## config.mk

```make
export PLATFORM = sky130hd
export DESIGN_NAME = sad_decoder
export DESIGN_NICKNAME = d
export VERILOG_FILES = /design/src/sad_pkg.sv /design/src/sad_lane_steer.sv /design/src/sad_err_resp.sv /design/src/sad_decoder.sv
export SDC_FILE = /design/constraint.sdc
export NUM_CORES = 1
export LEC_CHECK = 0
export ABC_CLOCK_PERIOD_IN_PS = 3200
export CAP_MARGIN = 0
export CORE_AREA = 4 4 220 222
export DETAILED_ROUTE_END_ITERATION = 8
export DIE_AREA = 0 0 224 226
export DONT_BUFFER_PORTS = 1
export PLACE_DENSITY_LB_ADDON = 0.2
export SYNTH_ARGS = -nofsm -noshare
export SYNTH_HDL_FRONTEND = slang
export SYNTH_SLANG_ARGS = --single-unit
```

## constraint.sdc

```tcl
create_clock -name clk_i -period 3.2 [get_ports clk_i]
set_input_delay 0.64 -clock clk_i [delete_from_list [all_inputs] [get_ports clk_i]]
set_output_delay 0.64 -clock clk_i [all_outputs]
set_load 0.05 [all_outputs]
```

## src/sad_pkg.sv

```systemverilog
// system address decoder: address map, bus codes and field helpers
`default_nettype none
package sad_pkg;
  // ==========================================
  // slave indices
  localparam int NSLV = 13;
  localparam int NSLOT = 17;
  localparam int NAPB = 12;
  localparam int S_FLASH = 0;
  localparam int S_BOOT = 1;
  localparam int S_SRAM = 2;
  localparam int S_APB1 = 3;
  localparam int S_APB2 = 4;
  localparam int S_APB3 = 5;
  localparam int S_APB4 = 6;
  localparam int S_FLASHCTL = 7;
  localparam int S_CRC = 8;
  localparam int S_PORT_A = 9;
  localparam int S_PORT_B = 10;
  localparam int S_PORT_C = 11;
  localparam int S_CORE = 12;

  // ==========================================
  // memory regions, inclusive bounds
  localparam logic [31:0] FLASH_BASE = 32'h0000_0000;
  localparam logic [31:0] FLASH_LAST = 32'h0000_4fff;
  localparam logic [31:0] BOOT_BASE = 32'h0010_0000;
  localparam logic [31:0] BOOT_LAST = 32'h0010_09ff;
  localparam logic [31:0] OTP_BASE = 32'h0010_0770;
  localparam logic [31:0] OTP_LAST = 32'h0010_0785;
  localparam logic [31:0] SRAM_BASE = 32'h2000_0000;
  localparam logic [31:0] SRAM_LAST = 32'h2000_0bff;
  localparam logic [31:0] CORE_BASE = 32'he000_0000;
  localparam logic [31:0] CORE_LAST = 32'he00f_ffff;

  // ==========================================
  // 1KB peripheral slots: apb devices first, then ahb devices
  localparam int SLOT_LSB = 10;
  localparam logic [31:0] SLOT_BASE [NSLOT] = '{
    32'h4000_0400, 32'h4000_2c00, 32'h4000_3000, 32'h4000_4400,
    32'h4000_5400, 32'h4001_0000, 32'h4001_2400, 32'h4001_2800,
    32'h4001_2c00, 32'h4001_3000, 32'h4001_3800, 32'h4001_4800,
    32'h4001_4c00, 32'h4002_2000, 32'h4002_3000, 32'h4800_0000,
    32'h4800_0400};
  localparam int SLOT_SLV [NSLOT] = '{
    S_APB1, S_APB1, S_APB1, S_APB2, S_APB2, S_APB3, S_APB3, S_APB3,
    S_APB3, S_APB3, S_APB3, S_APB4, S_APB4, S_FLASHCTL, S_CRC, S_PORT_A,
    S_PORT_B};
  localparam logic [31:0] PORT_C_BASE = 32'h4800_0800;
  // register offsets inside a slot that accept narrow transfers
  localparam logic [9:0] PORT_ODR_OFS = 10'h014;
  localparam logic [9:0] CRC_DR_OFS = 10'h000;

  // ==========================================
  // bus codes
  localparam logic [1:0] HTRANS_NONSEQ = 2'h2;
  localparam logic [1:0] HTRANS_SEQ = 2'h3;
  localparam logic [2:0] HSIZE_BYTE = 3'h0;
  localparam logic [2:0] HSIZE_HALF = 3'h1;
  localparam logic [2:0] HSIZE_WORD = 3'h2;
  localparam logic [3:0] LANE_BYTE = 4'h1;
  localparam logic [3:0] LANE_HALF = 4'h3;
  localparam logic [3:0] LANE_WORD = 4'hf;

  typedef enum logic [1:0] {
    ERR_IDLE = 2'h0,
    ERR_FIRST = 2'h1,
    ERR_SECOND = 2'h3
  } sad_err_state_type;

  typedef enum logic [2:0] {
    FK_RW = 3'h0,
    FK_WO = 3'h1,
    FK_CLR = 3'h2,
    FK_SET = 3'h3,
    FK_RLSET = 3'h4,
    FK_RHCLR = 3'h5
  } sad_field_kind_type;

  // ==========================================
  // helpers
  function automatic logic in_range(input logic [31:0] a, input logic [31:0] lo, input logic [31:0] hi);
    in_range = (a >= lo) && (a <= hi);
  endfunction : in_range

  function automatic logic slot_hit(input logic [31:0] a, input logic [31:0] base);
    slot_hit = a[31:SLOT_LSB] == base[31:SLOT_LSB];
  endfunction : slot_hit

  // byte k of a word rides lane k (little endian)
  function automatic logic [3:0] lane_mask(input logic [1:0] ofs, input logic [2:0] size);
    logic [3:0] m;
    m = LANE_WORD;
    if (size == HSIZE_BYTE)
      m = LANE_BYTE << ofs;
    else if (size == HSIZE_HALF)
      m = LANE_HALF << {ofs[1], 1'b0};
    lane_mask = m;
  endfunction : lane_mask

  // write effect of a field of the given kind
  function automatic logic [31:0] field_next(input sad_field_kind_type k, input logic [31:0] q,
                                             input logic [31:0] w);
    logic [31:0] n;
    n = w;
    if (k == FK_CLR || k == FK_RHCLR)
      n = q & w;
    else if (k == FK_SET || k == FK_RLSET)
      n = q | w;
    field_next = n;
  endfunction : field_next

  // read view of a field of the given kind
  function automatic logic [31:0] field_read(input sad_field_kind_type k, input logic [31:0] q);
    logic [31:0] r;
    r = q;
    if (k == FK_WO || k == FK_RLSET)
      r = '0;
    else if (k == FK_RHCLR)
      r = '1;
    field_read = r;
  endfunction : field_read
endpackage : sad_pkg
`default_nettype wire

```

## src/sad_lane_steer.sv

```systemverilog
// byte lane strobes for the data phase
`default_nettype none
module sad_lane_steer (
  // clock and reset
  input wire logic clk_i,
  input wire logic rst_n_i,
  // address phase
  input wire logic take_i,
  input wire logic [1:0] ofs_i,
  input wire logic [2:0] size_i,
  // data phase
  output logic [3:0] strb_o
);
  logic [3:0] strb_d;
  logic [3:0] strb_q;

  // ==========================================
  // lane register
  always_comb
  begin
    strb_d = strb_q;
    if (take_i)
      strb_d = sad_pkg::lane_mask(ofs_i, size_i);
  end

  always_ff @(posedge clk_i or negedge rst_n_i)
  begin
    if (!rst_n_i)
      strb_q <= 4'h0;
    else
      strb_q <= strb_d;
  end

  assign strb_o = strb_q;
endmodule : sad_lane_steer
`default_nettype wire

```

## src/sad_err_resp.sv

```systemverilog
// two-cycle error response for unmapped or refused transfers
`default_nettype none
module sad_err_resp (
  // clock and reset
  input wire logic clk_i,
  input wire logic rst_n_i,
  // request
  input wire logic err_take_i,
  // response
  output logic busy_o,
  output logic ready_o,
  output logic resp_o
);
  sad_pkg::sad_err_state_type st_d;
  sad_pkg::sad_err_state_type st_q;

  // ==========================================
  // state
  always_comb
  begin
    st_d = st_q;
    unique case (st_q)
      sad_pkg::ERR_IDLE:
        if (err_take_i)
          st_d = sad_pkg::ERR_FIRST;
      sad_pkg::ERR_FIRST:
        st_d = sad_pkg::ERR_SECOND;
      sad_pkg::ERR_SECOND:
        st_d = err_take_i ? sad_pkg::ERR_FIRST : sad_pkg::ERR_IDLE;
      default:
        st_d = sad_pkg::ERR_IDLE;
    endcase
  end

  always_ff @(posedge clk_i or negedge rst_n_i)
  begin
    if (!rst_n_i)
      st_q <= sad_pkg::ERR_IDLE;
    else
      st_q <= st_d;
  end

  // first cycle stalls, second completes
  assign busy_o = st_q != sad_pkg::ERR_IDLE;
  assign ready_o = st_q != sad_pkg::ERR_FIRST;
  assign resp_o = busy_o;
endmodule : sad_err_resp
`default_nettype wire

```

## src/sad_decoder.sv

```systemverilog
// system address decoder and single-master bus matrix
`default_nettype none
module sad_decoder (
  // clock and reset
  input wire logic clk_i,
  input wire logic rst_n_i,
  // master address and data phase
  input wire logic [31:0] haddr_i,
  input wire logic [1:0] htrans_i,
  input wire logic [2:0] hsize_i,
  input wire logic hwrite_i,
  input wire logic [31:0] hwdata_i,
  output logic [31:0] hrdata_o,
  output logic hready_o,
  output logic hresp_o,
  // slave selects
  output logic [sad_pkg::NSLV-1:0] hsel_o,
  output logic [sad_pkg::NAPB-1:0] apb_dev_sel_o,
  output logic otp_region_o,
  output logic [3:0] hstrb_o,
  // slave answers
  input wire logic [sad_pkg::NSLV-1:0][31:0] slv_hrdata_i,
  input wire logic [sad_pkg::NSLV-1:0] slv_hreadyout_i,
  input wire logic [sad_pkg::NSLV-1:0] slv_hresp_i
);
  logic [sad_pkg::NSLV-1:0] sel_a;
  logic [sad_pkg::NAPB-1:0] apb_a;
  logic narrow_ok;
  logic narrow;
  logic active;
  logic take;
  logic err_a;
  logic otp_a;
  logic [9:0] slot_ofs;
  logic [sad_pkg::NSLV-1:0] dsel_d;
  logic [sad_pkg::NSLV-1:0] dsel_q;
  logic err_busy;
  logic err_ready;
  logic err_resp;

  // ==========================================
  // address phase decode
  assign slot_ofs = haddr_i[9:0];

  always_comb
  begin
    sel_a = '0;
    apb_a = '0;
    if (sad_pkg::in_range(haddr_i, sad_pkg::FLASH_BASE, sad_pkg::FLASH_LAST))
      sel_a[sad_pkg::S_FLASH] = 1'b1;
    if (sad_pkg::in_range(haddr_i, sad_pkg::BOOT_BASE, sad_pkg::BOOT_LAST))
      sel_a[sad_pkg::S_BOOT] = 1'b1;
    if (sad_pkg::in_range(haddr_i, sad_pkg::SRAM_BASE, sad_pkg::SRAM_LAST))
      sel_a[sad_pkg::S_SRAM] = 1'b1;
    if (sad_pkg::in_range(haddr_i, sad_pkg::CORE_BASE, sad_pkg::CORE_LAST))
      sel_a[sad_pkg::S_CORE] = 1'b1;
    for (int i = 0; i < sad_pkg::NSLOT; i++)
    begin
      if (sad_pkg::slot_hit(haddr_i, sad_pkg::SLOT_BASE[i]))
      begin
        sel_a[sad_pkg::SLOT_SLV[i]] = 1'b1;
      end
    end
    for (int i = 0; i < sad_pkg::NAPB; i++)
      if (sad_pkg::slot_hit(haddr_i, sad_pkg::SLOT_BASE[i]))
        apb_a[i] = 1'b1;
    if (sad_pkg::slot_hit(haddr_i, sad_pkg::PORT_C_BASE))
      sel_a[sad_pkg::S_PORT_C] = 1'b1;
  end

  assign otp_a = sad_pkg::in_range(haddr_i, sad_pkg::OTP_BASE, sad_pkg::OTP_LAST);

  // ==========================================
  // transfer qualification
  assign active = htrans_i == sad_pkg::HTRANS_NONSEQ || htrans_i == sad_pkg::HTRANS_SEQ;
  assign take = active && hready_o;
  assign narrow = hsize_i != sad_pkg::HSIZE_WORD;

  always_comb
  begin
    narrow_ok = sel_a[sad_pkg::S_FLASH] || sel_a[sad_pkg::S_BOOT] || sel_a[sad_pkg::S_SRAM] ||
                sel_a[sad_pkg::S_CORE];
    if (sel_a[sad_pkg::S_CRC] && slot_ofs == sad_pkg::CRC_DR_OFS)
      narrow_ok = 1'b1;
    if ((sel_a[sad_pkg::S_PORT_A] || sel_a[sad_pkg::S_PORT_B] || sel_a[sad_pkg::S_PORT_C]) &&
        slot_ofs == sad_pkg::PORT_ODR_OFS)
      narrow_ok = 1'b1;
  end

  assign err_a = (sel_a == '0) || (narrow && !narrow_ok) || (hsize_i > sad_pkg::HSIZE_WORD);

  assign hsel_o = err_a ? '0 : sel_a;
  assign apb_dev_sel_o = err_a ? '0 : apb_a;
  assign otp_region_o = otp_a && !err_a;

  // ==========================================
  // data phase tracking
  always_comb
  begin
    dsel_d = dsel_q;
    if (hready_o)
      dsel_d = take ? hsel_o : '0;
  end

  always_ff @(posedge clk_i or negedge rst_n_i)
  begin
    if (!rst_n_i)
      dsel_q <= '0;
    else
      dsel_q <= dsel_d;
  end

  sad_err_resp u_err (
    .clk_i(clk_i),
    .rst_n_i(rst_n_i),
    .err_take_i(take && err_a),
    .busy_o(err_busy),
    .ready_o(err_ready),
    .resp_o(err_resp)
  );

  sad_lane_steer u_lanes (
    .clk_i(clk_i),
    .rst_n_i(rst_n_i),
    .take_i(take && !err_a),
    .ofs_i(haddr_i[1:0]),
    .size_i(hsize_i),
    .strb_o(hstrb_o)
  );

  // ==========================================
  // response mux
  // one master, many slaves
  always_comb
  begin
    hrdata_o = '0;
    hready_o = 1'b1;
    hresp_o = 1'b0;
    if (err_busy)
    begin
      hready_o = err_ready;
      hresp_o = err_resp;
    end
    else
    begin
      for (int i = 0; i < sad_pkg::NSLV; i++)
      begin
        if (dsel_q[i])
        begin
          hrdata_o = slv_hrdata_i[i];
          hready_o = slv_hreadyout_i[i];
          hresp_o = slv_hresp_i[i];
        end
      end
    end
  end
endmodule : sad_decoder
`default_nettype wire

```

==> results of run 1 <==
cells by family (layout without fill, tap and decap cells):
family | count (synthesis) | count (layout) | share of synthesized area, %
compound gates | 359 | 359 | 47.7
buf+inv | 109 | 222 | 7.88
flops | 19 | 19 | 8.71
other cells | 0 | 18 | 0
simple gates | 327 | 328 | 35.7
cell usage in the layout, fill, tap and decap left out, drive strengths merged, types with 18 or more instances in the layout:
cell,n
a311oi,31
buf,192
o21ai,106
nor2b,76
nand2b,35
a21oi,44
diode,18
dfrtp,19
o311ai,32
nand2,67
inv,20
nor2,30
a221oi,35
a22oi,31
nor3,49
a222oi,31
cell type report:
cell class | count | area [sq um] | share of cell area (%)
antenna | 18 | 45.0 | 0.487
clock buffer | 3 | 75.1 | 0.812
clock inverter | 1 | 5.00 | 0.0541
inverter | 20 | 77.6 | 0.839
multi-input combinational | 687 | 5630 | 60.9
sequential | 19 | 493 | 5.33
tap | 607 | 759 | 8.22
timing repair buffer | 198 | 2160 | 23.4
metal layers:
metal	GRT usage, %	vias up
met2	31.4	475
met1	18.3	3916
met4	5.69	16
met5	0	-
met3	6.63	82
li1	-	3505
report_power, final:
part / leakage [nW] / internal [W] / switching [W]
Clock: 0.0410 / 0.000168 / 0.0000988
Sequential: 0.221 / 0.000253 / 0.0000257
Combinational: 2.68 / 0.000157 / 0.000292
Total: 2.94 / 0.000578 / 0.000417
worst paths after layout:
path	from	endpoint	slack [ps]	cells after the start
max	dsel_q[2]	hrdata_o[0]	-70	11
min	rst_n_i	u_lanes.strb_o[2]	70	0
max reg2reg	dsel_q[3]	dsel_q[7]	680	8
min reg2reg	dsel_q[2]	dsel_q[2]	590	1
max in group asynchronous	rst_n_i	dsel_q[5]	3040	0
min in group clk_i	haddr_i[10]	dsel_q[9]	500	1
timing repair:
item | 4_1_cts | 5_1_grt
buffers inserted | 11 | 19
pin swaps | 22 | 51
resized for setup | 116 | 138
setup endpoints to repair | 50 | 55
cloned | 2 | 5
flip-flops by register name, summed over array words and instances (netlist names):
name	flops
dsel_q	13
u_err.st_q	2
u_lanes.strb_o	4
per-stage QoR:
step / setup WS [ps] / hold WS [ps]
2_1_floorplan: -266 / 344
3_3_place_gp: -243 / 347
3_5_place_dp: -243 / 346
4_1_cts: -88.8 / 68.7
5_1_grt: -162 / 66.5
6_report: -72.2 / 74.9
==> impl_metrics.env, run 1 <==
export IMPL_wirelength_met1_mm=17.6
export IMPL_final_setup_viol_count=13
export IMPL_dr_max_layer_used="met5"
export IMPL_grt_pass1_wl_mm=62.9
export IMPL_number_of_ports_placed_on_the_die_boundary=578
export IMPL_grt_overflow_total=0
export IMPL_path_buf_inv=5
export IMPL_timing_critical_path_required_ps=2560
export IMPL_min_period_ps=3270
export IMPL_synth_most_common_cell="sky130_fd_sc_hd__o21ai_0"
export IMPL_synth_warning_count=0
export IMPL_crit_family="compound AO/OA/AOI/OAI gates"
export IMPL_detailed_place_area_sq_um=7850
export IMPL_placement_rows=79
export IMPL_layout_nets=1443
export IMPL_x_dimension_of_the_die_um=224
export IMPL_cts_inserted_buffers=3
export IMPL_via_per_inst=5.15
export IMPL_finalClockSkew_ps=8.83
export IMPL_layout_core_utilization_pct=19.9
export IMPL_path_cells="buf_12 -> buf_12 -> buf_4 -> nor2b_1 -> o311ai_0 -> o21ai_1 -> o21ai_1 -> buf_4 -> a311oi_2 -> nor3_2 -> buf_4"
export IMPL_synth_largest_type_area_fraction_pct=9.35
export IMPL_clkLatencyLatePin_ps=260
export IMPL_fmax_ghz=0.306
export IMPL_numPlacedInstances=1497
export IMPL_post_synth_most_frequent_cells="sky130_fd_sc_hd__o21ai_0, sky130_fd_sc_hd__clkbuf_1, sky130_fd_sc_hd__nor2b_1"
export IMPL_met2_wirelength_mm=24.7
export IMPL_areaGrowthSynthToFinish_pct=69.3
export IMPL_finalCritPeriodShare_pct=102
export IMPL_yosys_top_cells_area="sky130_fd_sc_hd__o21ai_0, sky130_fd_sc_hd__dfrtp_1, sky130_fd_sc_hd__nor2b_1"
export IMPL_post_synth_top_area_cell="sky130_fd_sc_hd__o21ai_0"
export IMPL_gp_congestion=0.945
export IMPL_synthesis_area_sq_um=5460
export IMPL_number_of_global_route_vias_before_repair=7827
export IMPL_cts_root_to_sink_buffers=2
export IMPL_crit_arrival_ps=2630
export IMPL_postSynthCellCount=814
export IMPL_core_region_area_sq_um=46400
export IMPL_setup_total_negative_slack_ps=-405
export IMPL_cts_tree="yes"
export IMPL_startpoint_type="flop"
export IMPL_die_h_um=226
export IMPL_run_status="complete, but fails checks"
export IMPL_post_route_cell_area_sq_um=9240
export IMPL_timing_final_hold_violations=0
export IMPL_net_count_after_synthesis=1328
export IMPL_max_cap_violations=0
export IMPL_syn_mean_instance_area_sq_um=6.71
export IMPL_drtAntennaViolNets=0
export IMPL_drtPass1Iterations=8
export IMPL_post_synth_num_cell_types=72
export IMPL_cts_hold_fix_buffers=0
export IMPL_max_fanout_on_critical_path=6
export IMPL_crit_slowest_cell="sky130_fd_sc_hd__dfrtp_2"
export IMPL_drt_iter0_markers=751
export IMPL_cts_clk_slew_worst_paths_ps=60
export IMPL_timing_final_max_slew_violations=0
export IMPL_grt_antenna_before_repair=30
export IMPL_cpMostUsedCell="sky130_fd_sc_hd__buf_4"
export IMPL_cts_sinks=19
export IMPL_synth_edf_count=0
export IMPL_clockRootBuffer="sky130_fd_sc_hd__clkbuf_16"
export IMPL_dominantRegCellSynth="sky130_fd_sc_hd__dfrtp_1"
export IMPL_worst_ir_drop_vdd_mv=0.112
export IMPL_grt_max_degree=49
export IMPL_synth_async_reset_ratio_pct=100
export IMPL_critPathMaxStageDelay_ps=440
export IMPL_power_density_nw_per_um2=108
export IMPL_timing_critical_path_to_type="output pin"
export IMPL_start_util_pct=11.8
export IMPL_drc=0
export IMPL_final_critical_path_setup_slack_ps=-72.2
export IMPL_grt_setup_unrepaired="true"
export IMPL_met3WireLength_mm=4.98
export IMPL_drive_gt1_share_pct=42.2
export IMPL_layout_cells_non_filler=1553
export IMPL_die_area_sq_um=50600
export IMPL_global_route_usage_total_pct=17.2
export IMPL_vias=7994
export IMPL_worst_slew_pin_transition_ps=663
export IMPL_placement_io_buffers=0
export IMPL_power_w=0.000994
export IMPL_drt_wirelength_per_cell_um=31.9
export IMPL_leakage_nw=2.94
export IMPL_critPathKind="flop to output pin"
export IMPL_hold_path_class="input port to async pin"
export IMPL_relative_slew_slack_pct=55.7
export IMPL_detailedPlacementHpwl_mm=40.2
export IMPL_synth_sequential_area_ratio_pct=8.71
export IMPL_htree_levels=1
export IMPL_num_fill_cells=5214
export IMPL_synth_ff_latch_count=19
export IMPL_wire_length_reported_by_the_detailed_router_mm=49.5
export IMPL_failing_checks="negative setup slack"
Power figures use the tool's default switching activity.
==> run 2, diff against run 1 <==
GPL_TIMING_DRIVEN = 0   (was unset)
SETUP_SLACK_MARGIN = 0.5   (was unset)
SLEW_MARGIN = 40   (was unset)
==> run 2 against run 1 <==
Effect of this change:
- the flow still finishes with violations (negative setup slack)
- wire length decreased by 0.98%
- clock skew decreased by 2.9 ps
- global-route usage up 0.33 points
- critical endpoint is now apb_dev_sel_o[5]
==> impl_metrics.env, run 2 (same netlist as run 1, synthesis figures left out) <==
export IMPL_cts_inserted_buffers=3
export IMPL_failing_checks="negative setup slack"
export IMPL_placement_rows=79
export IMPL_max_fanout_on_critical_path=3
export IMPL_worst_ir_drop_vdd_mv=0.150
export IMPL_cts_root_to_sink_buffers=2
export IMPL_timing_critical_path_required_ps=2560
export IMPL_layout_core_utilization_pct=20.0
export IMPL_path_cells="nor4_4 -> buf_4 -> nand4_4 -> a2111oi_4 -> or4_4 -> o311a_4 -> buf_6 -> o211ai_4 -> buf_12 -> nor4_4"
export IMPL_regToRegEndpoint="dsel_q[7]"
export IMPL_timing_critical_path_to_type="output pin"
export IMPL_grt_overflow_total=0
export IMPL_layout_cells_non_filler=1503
export IMPL_drtAntennaViolNets=0
export IMPL_cpMostUsedCell="sky130_fd_sc_hd__nor4_4"
export IMPL_final_critical_path_setup_slack_ps=-496
export IMPL_start_util_pct=11.8
export IMPL_run_status="complete, but fails checks"
export IMPL_r2r_worst_path_cells=8
export IMPL_timing_final_hold_violations=0
export IMPL_max_cap_violations=0
export IMPL_grt_max_degree=20
export IMPL_layout_nets=1404
export IMPL_grt_pass1_wl_mm=63.7
export IMPL_number_of_ports_placed_on_the_die_boundary=578
export IMPL_fmax_ghz=0.271
export IMPL_power_density_nw_per_um2=112
export IMPL_worst_slew_pin_transition_ps=869
export IMPL_critPathMaxStageDelay_ps=630
export IMPL_number_of_global_route_vias_before_repair=7930
export IMPL_drtPass1Iterations=7
export IMPL_die_area_sq_um=50600
export IMPL_r2r_slack_ps=750
export IMPL_crit_slowest_cell="sky130_fd_sc_hd__nor4_4"
export IMPL_drt_iter0_markers=431
export IMPL_clkLatencyLatePin_ps=250
export IMPL_grt_setup_unrepaired="true"
export IMPL_die_h_um=226
export IMPL_areaGrowthSynthToFinish_pct=70.1
export IMPL_placement_io_buffers=0
export IMPL_grt_antenna_before_repair=14
export IMPL_core_region_area_sq_um=46400
export IMPL_leakage_nw=2.75
export IMPL_numPlacedInstances=1421
export IMPL_drive_gt1_share_pct=43.6
export IMPL_wire_length_reported_by_the_detailed_router_mm=49.0
export IMPL_finalCritPeriodShare_pct=116
export IMPL_leading_cell_type_in_the_layout_fill_and_taps_excluded="sky130_fd_sc_hd__nor2b_1"
export IMPL_drc=0
export IMPL_relative_slew_slack_pct=42.0
export IMPL_critPathKind="input port to output pin"
export IMPL_min_period_ps=3700
export IMPL_cts_tree="yes"
export IMPL_cts_clk_slew_worst_paths_ps=60
export IMPL_vias=7655
export IMPL_cts_sinks=19
export IMPL_crit_arrival_ps=3060
export IMPL_largest_register_ffs=13
export IMPL_largest_register="dsel_q"
export IMPL_final_setup_viol_count=54
export IMPL_layout_cells_most_common_list="sky130_fd_sc_hd__nor2b_1, sky130_fd_sc_hd__nand2_1, sky130_fd_sc_hd__a21oi_1"
export IMPL_via_per_inst=5.09
export IMPL_hold_path_class="input port to async pin"
export IMPL_timing_final_max_slew_violations=0
export IMPL_clockRootBuffer="sky130_fd_sc_hd__clkbuf_16"
export IMPL_cts_hold_fix_buffers=0
export IMPL_drt_wirelength_per_cell_um=32.6
export IMPL_regToRegStartpoint="dsel_q[10]"
export IMPL_finalClockSkew_ps=5.94
export IMPL_htree_levels=1
export IMPL_detailedPlacementHpwl_mm=42.0
export IMPL_gp_congestion=0.881
export IMPL_global_route_usage_total_pct=17.6
export IMPL_startpoint_type="input port"
export IMPL_x_dimension_of_the_die_um=224
[run 2: area by class of cell]
type,instances,area (sq um)
clock inverter,1,5.00
fill,5190,37100
antenna,7,17.5
sequential,19,483
tap,607,759
clock buffer,3,75.1
inverter,20,82.6
buffer,89,629
timing repair buffer,70,761
multi-input combinational,687,6470
[run 2: layer usage]
metal | track usage [%] | part of all wire [%] | vias to the layer above
met2 | 30.4 | 49 | 430
met1 | 21.5 | 40 | 3730
met3 | 5.59 | 8.5 | 56
met5 | 0 | 0.16 | -
li1 | - | - | 3429
met4 | 3.50 | 2.4 | 10
[run 2: worst max path at each step]
| stage | start | to | cells past startpoint |
|---|---|---|---|
| global placement | dsel_q[2] | hrdata_o[25] | 7 |
| floorplan | haddr_i[25] | apb_dev_sel_o[1] | 8 |
| finish | haddr_i[25] | apb_dev_sel_o[5] | 10 |
| CTS | haddr_i[20] | apb_dev_sel_o[1] | 9 |
| detailed placement | dsel_q[2] | hrdata_o[22] | 8 |
| global route | haddr_i[20] | apb_dev_sel_o[5] | 10 |
[run 2: timing repair]
item,in CTS,in global routing
resized for setup,244,92
endpoints found under the setup margin,60,69
cloned,1,1
buffers inserted,44,25
pin swaps,104,97
[run 2: per-stage QoR]
stage	worst slack, ps	power, W	hold slack [ps]	cell area [sq um]	setup TNS (ps)
6_report	-496	0.00104	79.3	9290	-13820
5_1_grt	-601	0.00110	72.5	9280	-19560
4_1_cts	-401	0.00103	75.4	8470	-11300
3_5_place_dp	-926	0.000735	345	7060	-29340
3_3_place_gp	-1020	0.000730	345	7020	-40190
2_1_floorplan	-227	0.000619	344	6260	-1720
[run 2: worst max-delay path, delay by kind of cell]
family,cells,cell delay (ps)
simple gates,4,1250
compound gates,3,680
buf+inv,3,480
[run 2: where the power goes]
part           internal (W)  leakage, nW  switching (W)
Clock              0.000167       0.0409      0.0000890
Combinational      0.000130         2.49       0.000373
Sequential         0.000253        0.229      0.0000288
